### src/core/sfepe_pkg.sv
// Shared constants and types for the flash erase/program engine.
// Assumes a 40 MHz system clock and a 32 MB array of 64 KB blocks.
`default_nettype none

package sfepe_pkg;

  localparam int          CLK_MHZ        = 40;
  localparam int          ADDR_W         = 25;
  localparam int          BLK_W          = 9;
  localparam int          NUM_BLOCKS     = 512;
  localparam int          PAGE_BYTES     = 256;
  localparam int          HALF_BLK_LSB   = 15;
  localparam int          FULL_BLK_LSB   = 16;
  localparam int          PAGE_LSB       = 8;
  localparam logic [3:0]  BP_ALL_LIMIT   = 4'hA;

  // Opcodes of the handled commands
  localparam logic [7:0]  write_enable_cmd     = 8'h06;
  localparam logic [7:0]  half_block_erase_cmd = 8'h52;
  localparam logic [7:0]  full_block_erase_cmd = 8'hD8;
  localparam logic [7:0]  array_erase_cmd      = 8'h60;
  localparam logic [7:0]  array_erase_alt_cmd  = 8'hC7;
  localparam logic [7:0]  page_write_cmd       = 8'h02;

  // Address bytes in the two address modes
  localparam logic [2:0]  ADDR_BYTES_NARROW = 3'h3;
  localparam logic [2:0]  ADDR_BYTES_WIDE   = 3'h4;

  // Self-timed cycle lengths in microseconds
  localparam int          HALF_BLOCK_ERASE_TIME_US = 200;
  localparam int          FULL_BLOCK_ERASE_TIME_US = 400;
  localparam int          ARRAY_ERASE_TIME_US      = 2000;
  localparam int          PAGE_WRITE_TIME_US       = 50;

  typedef enum logic [2:0] {
    SFEPE_PH_OPC   = 3'b000,
    SFEPE_PH_ADDR  = 3'b001,
    SFEPE_PH_DATA  = 3'b010,
    SFEPE_PH_NOARG = 3'b011,
    SFEPE_PH_IGN   = 3'b100
  } sfepe_phase_t;

  typedef enum logic [2:0] {
    SFEPE_ST_IDLE  = 3'b000,
    SFEPE_ST_CHECK = 3'b001,
    SFEPE_ST_SCAN  = 3'b010,
    SFEPE_ST_PROG  = 3'b011,
    SFEPE_ST_TIME  = 3'b100
  } sfepe_state_t;

  typedef enum logic [1:0] {
    SFEPE_OP_HALF = 2'b00,
    SFEPE_OP_FULL = 2'b01,
    SFEPE_OP_CHIP = 2'b10,
    SFEPE_OP_PAGE = 2'b11
  } sfepe_op_t;

endpackage : sfepe_pkg

`default_nettype wire

### src/core/sfepe_sync.sv
// Two-flop synchroniser for a bundle of pin inputs.
// Assumes the inputs are asynchronous to clk; clk_en freezes it.
`default_nettype none

module sfepe_sync #(
  parameter int W = 1
) (
  input  wire logic         clk,
  input  wire logic         rst_n,
  input  wire logic         clk_en,
  input  wire logic [W-1:0] d,
  output var  logic [W-1:0] q
);

  logic [W-1:0] stage1;

  always_ff @(posedge clk or negedge rst_n) begin
    if (!rst_n) begin
      stage1 <= '0;
      q      <= '0;
    end else if (clk_en) begin
      stage1 <= d;
      q      <= stage1;
    end
  end

endmodule : sfepe_sync

`default_nettype wire

### src/core/sfepe_page_buf.sv
// Page data buffer: one byte per page offset plus a written mask.
// Assumes writes and reads come from the engine on the same clock.
`default_nettype none

module sfepe_page_buf
  import sfepe_pkg::*;
(
  input  wire logic       clk,
  input  wire logic       rst_n,
  input  wire logic       clk_en,
  input  wire logic       clr,
  input  wire logic       we,
  input  wire logic [7:0] widx,
  input  wire logic [7:0] wdata,
  input  wire logic [7:0] ridx,
  output logic      [7:0] rdata,
  output logic            rvalid
);

  logic [7:0]            mem [PAGE_BYTES];
  logic [PAGE_BYTES-1:0] written;

  always_ff @(posedge clk) begin
    if (clk_en && we) begin
      mem[widx] <= wdata;
    end
  end

  always_ff @(posedge clk or negedge rst_n) begin
    if (!rst_n) begin
      written <= '0;
    end else if (clk_en) begin
      if (clr) begin
        written <= '0;
      end else if (we) begin
        written[widx] <= 1'b1;
      end
    end
  end

  assign rdata  = mem[ridx];
  assign rvalid = written[ridx];

endmodule : sfepe_page_buf

`default_nettype wire

### src/core/sfepe_engine.sv
// Erase and page program command engine of a serial NOR flash.
// Assumes serial pins arrive asynchronously and mode/protect inputs are
// on clk; lock_hit answers lock_addr in the same cycle.
// Function
// - Half block erase clears addressed 32KB block
// - Full block erase clears addressed 64KB block
// - Array erase takes opcode only, erases all
// - Block erase is opcode, address, nothing more
// - Block erase chip-select rises after address
// - Array erase chip-select rises after opcode
// - Single-line or four-line opcode; ignore upper lines
// - Three-byte address default; wide mode extends
// - Internal cycle starts on chip-select rise
// - Status stays readable during internal cycle
// - Busy throughout cycle; end clears busy, latch
// - Protected blocks and pages are never changed
// - Scheme zero: array erase needs zero protect
// - Scheme one: array erase skips locked blocks
// - Program only clears bits, last 256 bytes
// - Program address wraps within the page
// - Over 256 bytes keeps only the last
// - Up to 256 bytes leave others untouched
// - Program needs data, rise on byte boundary
`default_nettype none

module sfepe_engine
  import sfepe_pkg::*;
#(
  parameter int HALF_TIME_US  = HALF_BLOCK_ERASE_TIME_US,
  parameter int FULL_TIME_US  = FULL_BLOCK_ERASE_TIME_US,
  parameter int ARRAY_TIME_US = ARRAY_ERASE_TIME_US,
  parameter int PAGE_TIME_US  = PAGE_WRITE_TIME_US
) (
  input  wire logic              clk,
  input  wire logic              rst_n,
  input  wire logic              clk_en,
  input  wire logic              cs_n_pin,
  input  wire logic              sclk_pin,
  input  wire logic [3:0]        sio_pin,
  input  wire logic              four_line_command_mode,
  input  wire logic              wide_address_mode,
  input  wire logic              extended_address_bit,
  input  wire logic              protect_scheme_select,
  input  wire logic [3:0]        block_protect_field,
  input  wire logic              lock_hit,
  output logic                   busy_flag,
  output logic                   write_enable_latch,
  output logic [BLK_W-1:0]       lock_addr,
  output logic                   erase_stb,
  output logic [ADDR_W-1:0]      erase_addr,
  output logic [1:0]             erase_size,
  output logic                   prog_stb,
  output logic [ADDR_W-1:0]      prog_addr,
  output logic [7:0]             prog_data
);

  localparam logic [31:0] HALF_CYC  = 32'(HALF_TIME_US * CLK_MHZ);
  localparam logic [31:0] FULL_CYC  = 32'(FULL_TIME_US * CLK_MHZ);
  localparam logic [31:0] ARRAY_CYC = 32'(ARRAY_TIME_US * CLK_MHZ);
  localparam logic [31:0] PAGE_CYC  = 32'(PAGE_TIME_US * CLK_MHZ);
  localparam logic [BLK_W-1:0] LAST_BLK = BLK_W'(NUM_BLOCKS - 1);

  typedef struct packed {
    logic              prev_sclk;
    logic              prev_cs;
    sfepe_phase_t      phase;
    logic [2:0]        bitcnt;
    logic [7:0]        sh8;
    logic [7:0]        opcode;
    logic [2:0]        abytes;
    logic [31:0]       ashift;
    logic [7:0]        widx;
    logic              have_data;
    logic              latch;
    logic              busy;
    sfepe_state_t      st;
    sfepe_op_t         op;
    logic [ADDR_W-1:0] taddr;
    logic [7:0]        pidx;
    logic [31:0]       timer;
    logic [BLK_W-1:0]  lock_addr;
    logic              erase_stb;
    logic [ADDR_W-1:0] erase_addr;
    logic [1:0]        erase_size;
    logic              prog_stb;
    logic [ADDR_W-1:0] prog_addr;
    logic [7:0]        prog_data;
    logic              buf_clr;
    logic              buf_we;
    logic [7:0]        buf_widx;
    logic [7:0]        buf_wdata;
  } sfepe_engine_t;

  sfepe_engine_t s;
  sfepe_engine_t next_s;

  logic       sy_cs;
  logic       sy_sclk;
  logic [3:0] sy_sio;
  logic [7:0] buf_rdata;
  logic       buf_rvalid;

  ////////////////////////////////////////////////////////////////////////
  // Pin synchronisers and page buffer

  sfepe_sync #(
    .W (6)
  ) u_sync (
    .clk    (clk),
    .rst_n  (rst_n),
    .clk_en (clk_en),
    .d      ({~cs_n_pin, sclk_pin, sio_pin}),  // Select inverted: reset reads as idle
    .q      ({sy_cs, sy_sclk, sy_sio})
  );

  sfepe_page_buf u_buf (
    .clk    (clk),
    .rst_n  (rst_n),
    .clk_en (clk_en),
    .clr    (s.buf_clr),
    .we     (s.buf_we),
    .widx   (s.buf_widx),
    .wdata  (s.buf_wdata),
    .ridx   (s.pidx),
    .rdata  (buf_rdata),
    .rvalid (buf_rvalid)
  );

  ////////////////////////////////////////////////////////////////////////
  // Protection decode for the block-protect scheme

  function automatic logic bp_protects(input logic [BLK_W-1:0] blk,
                                       input logic [3:0]       bp);
    logic [BLK_W:0] span;
    span = '0;
    if (bp == 4'h0) begin
      return 1'b0;
    end
    if (bp >= BP_ALL_LIMIT) begin
      return 1'b1;
    end
    span = (BLK_W+1)'(1) << (bp - 4'h1);
    return {1'b0, blk} >= ((BLK_W+1)'(NUM_BLOCKS) - span);
  endfunction : bp_protects

  ////////////////////////////////////////////////////////////////////////
  // Next-state logic

  logic              sclk_rise;
  logic              cs_fall;
  logic              cs_rise;
  logic [2:0]        nib;
  logic [7:0]        sh;
  logic [2:0]        nbytes;
  logic [ADDR_W-1:0] cmd_addr;
  logic              prot;

  always_comb begin
    next_s = s;
    next_s.erase_stb = 1'b0;
    next_s.prog_stb  = 1'b0;
    next_s.buf_we    = 1'b0;
    next_s.buf_clr   = 1'b0;
    next_s.prev_sclk = sy_sclk;
    next_s.prev_cs   = ~sy_cs;

    sclk_rise = sy_sclk & ~s.prev_sclk & sy_cs;
    cs_fall   = sy_cs & s.prev_cs;
    cs_rise   = ~sy_cs & ~s.prev_cs;
    nib       = four_line_command_mode ? 3'h4 : 3'h1;
    // Serial bits or nibbles, high first; upper lines unused when single
    sh        = four_line_command_mode ? {s.sh8[3:0], sy_sio} : {s.sh8[6:0], sy_sio[0]};
    nbytes    = wide_address_mode ? ADDR_BYTES_WIDE : ADDR_BYTES_NARROW;
    cmd_addr  = wide_address_mode ? s.ashift[ADDR_W-1:0]
                                  : {extended_address_bit, s.ashift[23:0]};
    prot      = 1'b0;

    // Frame parsing
    if (cs_fall) begin
      next_s.phase     = SFEPE_PH_OPC;
      next_s.bitcnt    = 3'h0;
      next_s.abytes    = 3'h0;
      next_s.have_data = 1'b0;
      next_s.buf_clr   = ~s.busy;
    end else if (sclk_rise) begin
      next_s.sh8    = sh;
      next_s.bitcnt = s.bitcnt + nib;
      if (s.phase == SFEPE_PH_NOARG) begin
        next_s.phase = SFEPE_PH_IGN;
      end else if (next_s.bitcnt == 3'h0) begin
        unique case (s.phase)
          SFEPE_PH_OPC: begin
            next_s.opcode = sh;
            if (sh == half_block_erase_cmd || sh == full_block_erase_cmd ||
                sh == page_write_cmd) begin
              next_s.phase = SFEPE_PH_ADDR;
            end else if (sh == array_erase_cmd || sh == array_erase_alt_cmd ||
                         sh == write_enable_cmd) begin
              next_s.phase = SFEPE_PH_NOARG;
            end else begin
              next_s.phase = SFEPE_PH_IGN;
            end
          end
          SFEPE_PH_ADDR: begin
            next_s.ashift = {s.ashift[23:0], sh};
            next_s.abytes = s.abytes + 3'h1;
            if (s.abytes + 3'h1 == nbytes) begin
              next_s.phase = SFEPE_PH_DATA;
              next_s.widx  = sh;
            end
          end
          SFEPE_PH_DATA: begin
            // Index wraps in the page; later bytes overwrite earlier
            next_s.buf_we    = ~s.busy;
            next_s.buf_widx  = s.widx;
            next_s.buf_wdata = sh;
            next_s.widx      = s.widx + 8'h01;
            next_s.have_data = 1'b1;
          end
          SFEPE_PH_NOARG,
          SFEPE_PH_IGN: begin
            next_s.phase = s.phase;
          end
          default: begin
            next_s.phase = SFEPE_PH_IGN;
          end
        endcase
      end
    end

    // Command acceptance at chip-select rise; ignored while busy
    if (cs_rise && !s.busy && s.bitcnt == 3'h0) begin
      if (s.opcode == write_enable_cmd && s.phase == SFEPE_PH_NOARG) begin
        next_s.latch = 1'b1;
      end else if ((s.opcode == array_erase_cmd || s.opcode == array_erase_alt_cmd) &&
                   s.phase == SFEPE_PH_NOARG && s.latch) begin
        next_s.busy      = 1'b1;
        next_s.op        = SFEPE_OP_CHIP;
        next_s.lock_addr = '0;
        next_s.st        = SFEPE_ST_SCAN;
      end else if ((s.opcode == half_block_erase_cmd ||
                    s.opcode == full_block_erase_cmd) &&
                   s.phase == SFEPE_PH_DATA && !s.have_data && s.latch) begin
        next_s.busy      = 1'b1;
        next_s.op        = (s.opcode == half_block_erase_cmd) ? SFEPE_OP_HALF
                                                              : SFEPE_OP_FULL;
        next_s.taddr     = cmd_addr;
        next_s.lock_addr = cmd_addr[ADDR_W-1:FULL_BLK_LSB];
        next_s.st        = SFEPE_ST_CHECK;
      end else if (s.opcode == page_write_cmd && s.phase == SFEPE_PH_DATA &&
                   s.have_data && s.latch) begin
        next_s.busy      = 1'b1;
        next_s.op        = SFEPE_OP_PAGE;
        next_s.taddr     = cmd_addr;
        next_s.lock_addr = cmd_addr[ADDR_W-1:FULL_BLK_LSB];
        next_s.st        = SFEPE_ST_CHECK;
      end
    end

    // Internal cycle
    unique case (s.st)
      SFEPE_ST_IDLE: begin
        next_s.timer = '0;
      end
      SFEPE_ST_CHECK: begin
        prot = protect_scheme_select ? lock_hit
                                     : bp_protects(s.lock_addr, block_protect_field);
        if (prot) begin
          next_s.busy  = 1'b0;
          next_s.latch = 1'b0;
          next_s.st    = SFEPE_ST_IDLE;
        end else if (s.op == SFEPE_OP_PAGE) begin
          next_s.pidx = 8'h00;
          next_s.st   = SFEPE_ST_PROG;
        end else begin
          next_s.erase_stb  = 1'b1;
          next_s.erase_size = s.op;
          if (s.op == SFEPE_OP_HALF) begin
            next_s.erase_addr = {s.taddr[ADDR_W-1:HALF_BLK_LSB],
                                 HALF_BLK_LSB'(0)};
            next_s.timer      = HALF_CYC;
          end else begin
            next_s.erase_addr = {s.taddr[ADDR_W-1:FULL_BLK_LSB],
                                 FULL_BLK_LSB'(0)};
            next_s.timer      = FULL_CYC;
          end
          next_s.st = SFEPE_ST_TIME;
        end
      end
      SFEPE_ST_SCAN: begin
        if (!protect_scheme_select && block_protect_field != 4'h0) begin
          next_s.busy  = 1'b0;
          next_s.latch = 1'b0;
          next_s.st    = SFEPE_ST_IDLE;
        end else begin
          // Each 64KB block in turn; locked ones are skipped
          if (!(protect_scheme_select && lock_hit)) begin
            next_s.erase_stb  = 1'b1;
            next_s.erase_size = SFEPE_OP_FULL;
            next_s.erase_addr = {s.lock_addr, FULL_BLK_LSB'(0)};
          end
          if (s.lock_addr == LAST_BLK) begin
            next_s.timer = ARRAY_CYC;
            next_s.st    = SFEPE_ST_TIME;
          end else begin
            next_s.lock_addr = s.lock_addr + BLK_W'(1);
          end
        end
      end
      SFEPE_ST_PROG: begin
        // Only received offsets are written; data zeros clear array bits
        if (buf_rvalid) begin
          next_s.prog_stb  = 1'b1;
          next_s.prog_addr = {s.taddr[ADDR_W-1:PAGE_LSB], s.pidx};
          next_s.prog_data = buf_rdata;
        end
        if (s.pidx == 8'hFF) begin
          next_s.timer = PAGE_CYC;
          next_s.st    = SFEPE_ST_TIME;
        end else begin
          next_s.pidx = s.pidx + 8'h01;
        end
      end
      SFEPE_ST_TIME: begin
        if (s.timer == '0) begin
          next_s.busy  = 1'b0;
          next_s.latch = 1'b0;
          next_s.st    = SFEPE_ST_IDLE;
        end else begin
          next_s.timer = s.timer - 32'h1;
        end
      end
      default: begin
        next_s.busy = 1'b0;
        next_s.st   = SFEPE_ST_IDLE;
      end
    endcase
  end

  ////////////////////////////////////////////////////////////////////////
  // State register

  always_ff @(posedge clk or negedge rst_n) begin
    if (!rst_n) begin
      s         <= '0;
      s.prev_cs <= 1'b1;
      s.phase   <= SFEPE_PH_IGN;
      s.st      <= SFEPE_ST_IDLE;
      s.op      <= SFEPE_OP_HALF;
    end else if (clk_en) begin
      s <= next_s;
    end
  end

  ////////////////////////////////////////////////////////////////////////
  // Outputs

  assign busy_flag          = s.busy;
  assign write_enable_latch = s.latch;
  assign lock_addr          = s.lock_addr;
  assign erase_stb          = s.erase_stb;
  assign erase_addr         = s.erase_addr;
  assign erase_size         = s.erase_size;
  assign prog_stb           = s.prog_stb;
  assign prog_addr          = s.prog_addr;
  assign prog_data          = s.prog_data;

endmodule : sfepe_engine

`default_nettype wire

### config.mk
export PLATFORM = sky130hd
export DESIGN_NAME = sfepe_engine
export DESIGN_NICKNAME = d
export VERILOG_FILES = /design/src/core/sfepe_pkg.sv /design/src/core/sfepe_sync.sv /design/src/core/sfepe_page_buf.sv /design/src/core/sfepe_engine.sv
export SDC_FILE = /design/constraint.sdc
export NUM_CORES = 2
export LEC_CHECK = 0
export ABC_AREA = 0
export BUFFER_PORTS_ARGS = -buffer_cell sky130_fd_sc_hd__buf_2
export CORE_ASPECT_RATIO = 1.75
export CORE_MARGIN = 5
export CORE_UTILIZATION = 45
export CTS_BUF_LIST = sky130_fd_sc_hd__clkbuf_16
export DETAILED_ROUTE_END_ITERATION = 7
export MAX_ROUTING_LAYER = met4
export SYNTH_ARGS = -nofsm -noshare
export SYNTH_HDL_FRONTEND = slang
export SYNTH_SLANG_ARGS = --single-unit
export TNS_END_PERCENT = 30
### constraint.sdc
create_clock -name clk -period 9.2 [get_ports clk]
set_input_delay 2.76 -clock clk [delete_from_list [all_inputs] [get_ports clk]]
set_output_delay 2.76 -clock clk [all_outputs]
set_load 0.01 [all_outputs]
==> metrics.log <==
[metrics] port buffer count: 75
[metrics] Tmin final: 5.91 ns
[metrics] antenna violations before repair: 9
[metrics] TritonCTS clock tree: built
[metrics] Final nets: 5718
[metrics] leading cell type in the layout, fill and taps excluded: edfxtp_1
[metrics] switching share of power: 0.239
[metrics] Peak VDD IR: 0.278 mV
[metrics] routed metal-1 wire length: 99500 µm
[metrics] basic-gate share of the synthesized area counting and, or, nand and nor cells: 0.0553
[metrics] first-pass GRT wire length: 409000 µm
[metrics] number of iterations in the first detailed-routing pass: 6
[metrics] static leakage power: 33.2 nW
[metrics] post-layout util: 0.495
[metrics] share of flip-flops with an asynchronous set or reset: 0.185
[metrics] data arrival at the endpoint of the critical path: 6.39 ns
[metrics] count of unresolved DRC violations after routing: 0
[metrics] I/O pin count: 91
[metrics] grt ovf: 0
[metrics] endpoints failing hold: 0
[metrics] adder-cell share of the synthesized area: 0.00223
[metrics] post-synth cell types: 96
[metrics] top cells by area in the synthesized netlist: edfxtp_1, mux4_2, dfrtp_1
[metrics] Hold WC Path Type: flop to flop
[metrics] total via count after detailed routing: 54039
[metrics] Rows: 230
[metrics] fraction of layout instances using a drive strength above 1: 0.211
[metrics] Final Setup Violations: 0
[metrics] die width: 368 µm
[metrics] post-synthesis share of cell area spent on xor and xnor gates: 0.000694
[metrics] Root Driver: clkbuf_16
[metrics] Sw Pwr: 5.61 mW
[metrics] clock latency of the later-clocked register in the worst-skew pair: 0.87 ns
[metrics] number of resized instances in the post-cts repair step: 0
[metrics] Power Internal: 17.8 mW
[metrics] Max Cap Viol: 0
[metrics] routed wl met2: 148000 µm
[metrics] syn avg cell area: 17.9 µm²
[metrics] number of buffers between clock root and the deepest sink: 4
[metrics] worst clock skew on the final layout: 0.0449 ns
[metrics] DR vias/cell: 6.17
[metrics] Compound-Gate Fraction of Synth Area: 0.0388
[metrics] critical path fanouts, max: 25
[metrics] Post-CTS Setup Bufs: 0
[metrics] Fmax: 169 MHz
[metrics] Die Area: 234000 µm²
[metrics] average wire per standard cell: 32.6 µm
[metrics] hold-fix buffers at CTS: 0
[metrics] primary flip-flop cell chosen by synthesis mapping: edfxtp_1
[metrics] drt initial violations: 6001
[metrics] flip-flop and latch count after synthesis: 2514
[metrics] cell count after synthesis: 5653
[metrics] final period utilization: 0.642
[metrics] met3 layer wire length in the routed design: 19300 µm
[metrics] Worst setup EP type: flop
[metrics] RSZ-0062 raised after global routing: false
[metrics] number of pins exceeding their max-slew limit in the final report: 0
[metrics] share of power burned in the clock network: 0.385
[metrics] synthesis-to-finish area growth: 9.82%
[metrics] Required @ worst endpoint: 9.68 ns
[metrics] H-Tree Level Count: 4
[metrics] setup total negative slack: 0 ns
[metrics] total global-route track usage: 0.249
[metrics] initial cell density of the core: 0.451
[metrics] Rel. slew slack: 0.0334
[metrics] uppermost layer routed: met4
[metrics] clock sink count: 2514
[metrics] Final HPWL DP: 182000 µm
[metrics] largest area contributor in the netlist: edfxtp_1
[metrics] power density over the cells: 212 nW/µm²
[metrics] WS Path Type: input port to flop
[metrics] Gate power share: 0.085
[metrics] nature of the critical path startpoint: input port
[metrics] via count of the first global-routing pass: 55480
[metrics] clock transition at the registers of the reported paths: 0.07 ns
[metrics] antenna-violating nets left: 0
[metrics] number of CTS-inserted buffers: 215
[metrics] core box area: 224000 µm²
[metrics] mux share of post-synthesis cell area: 0.155
[metrics] sequential power share: 0.530
[metrics] number of flops mapped to enable cells by yosys: 2048
[metrics] total number of yosys warnings: 0
[metrics] Die H: 637 µm
[metrics] Worst Max-Slew Pin Slew: 1.45 ns
[metrics] fraction of post-synthesis cell area in the top cell type by area: 0.609
[metrics] result of the run: completed
[metrics] most frequent cells in the layout: edfxtp_1, nor2_1, mux4_2
[metrics] dominant combinational cell family by area after synthesis: multiplexers
[metrics] cell area after technology mapping: 101000 µm²
[metrics] maximum number of pins on one net before global-route repair: 189
[metrics] part of the Yosys area used for sequential elements: 0.725
[metrics] RePlAce Congestion: 0.909
[metrics] routed wire length: 285000 µm
-- logic make-up (layout without fill, tap and decap cells) --
| kind of cell | Yosys count | count (layout) |
|---|---|---|
| multiplexers | 796 | 796 |
| adder cells (fa/ha/maj) | 18 | 18 |
| flip-flops | 2514 | 2514 |
| other | 1 | 22 |
| AND/OR/NAND/NOR | 1286 | 1286 |
| buffers and inverters | 437 | 625 |
| AO/OA/AOI/OAI | 593 | 593 |
| XOR/XNOR | 8 | 8 |
-- path summary, 6_finish.rpt --
check / startpoint / endpoint / slack [ns] / cells past startpoint
max in group asynchronous: rst_n / s[123] / 5.30 / 2
setup / recovery: clk_en / u_buf.mem[74][7] / 3.29 / 5
hold reg to reg: s[141] / prog_addr[12] / 0.48 / 1
min in group asynchronous: rst_n / erase_addr[22] / 1.95 / 1
hold / removal: s[141] / prog_addr[12] / 0.48 / 1
setup reg to reg: s[122] / prog_addr[19] / 3.70 / 11
-- stage by stage --
stage | total power, mW | setup slack, ns | cell area (µm²) | hold WS (ns) | cells
floorplan | 13.9 | 3.06 | 101000 | 0.444 | 5667
global placement | 14.6 | 2.55 | 104000 | 0.466 | 8365
detailed placement | 14.7 | 2.50 | 104000 | 0.471 | 8365
CTS | 23.6 | 3.43 | 111000 | 0.487 | 8755
global route | 24.1 | 3.10 | 111000 | 0.507 | 8760
finish | 23.4 | 3.29 | 111000 | 0.480 | 8762
-- power by group through the flow --
stage	registers (mW)	logic, mW	clock network [mW]
6_report	12.4	1.99	9.03
2_1_floorplan	12.6	1.28	0
3_3_place_gp	12.7	1.97	0
3_5_place_dp	12.7	1.99	0
5_1_grt	12.4	2.10	9.60
4_1_cts	12.4	2.00	9.16
-- routing by layer --
metal,GRT usage,vias up
li1,-,22297
met1,0.289,28565
met2,0.423,2492
met3,0.0345,685
met4,0.131,0
met5,-,-
-- sequential cells by signal, summed over array words and instances (netlist names) --
register	cells
s	140
u_sync.q	6
u_buf.mem	2048
busy_flag	1
erase_stb	1
prog_data	8
u_buf.written	256
lock_addr	9
u_sync.stage1	6
prog_addr	25
erase_addr	10
erase_size	2
write_enable_latch	1
prog_stb	1
-- critical path, stage by stage --
cell and delay [ns]:
buf_2 0.54, and2_1 0.69, nand3_1 1.10, buf_4 0.62
nor2_1 0.62
-- cells in the mapped netlist (all sizes together) (59+ instances only) --
cell type     n
edfxtp     2048
nor2        830
mux4        601
dfrtp       464
buf         237
nand2       176
clkbuf      162
a21oi       131
o21ai       122
a22oi       108
mux2i        99
mux2         96
nand3        59
-- final cells by class --
type                       instances  area, µm²
fill                           18451     113000
sequential                      2514      73200
multi-input combinational       2716      25600
clock buffer                     218       5460
tap                             2900       3630
timing repair buffer             197       1450
clock inverter                   172       1350
inverter                          38        146
antenna                            7       17.5
Note: power is estimated with default switching activity, not from simulation.
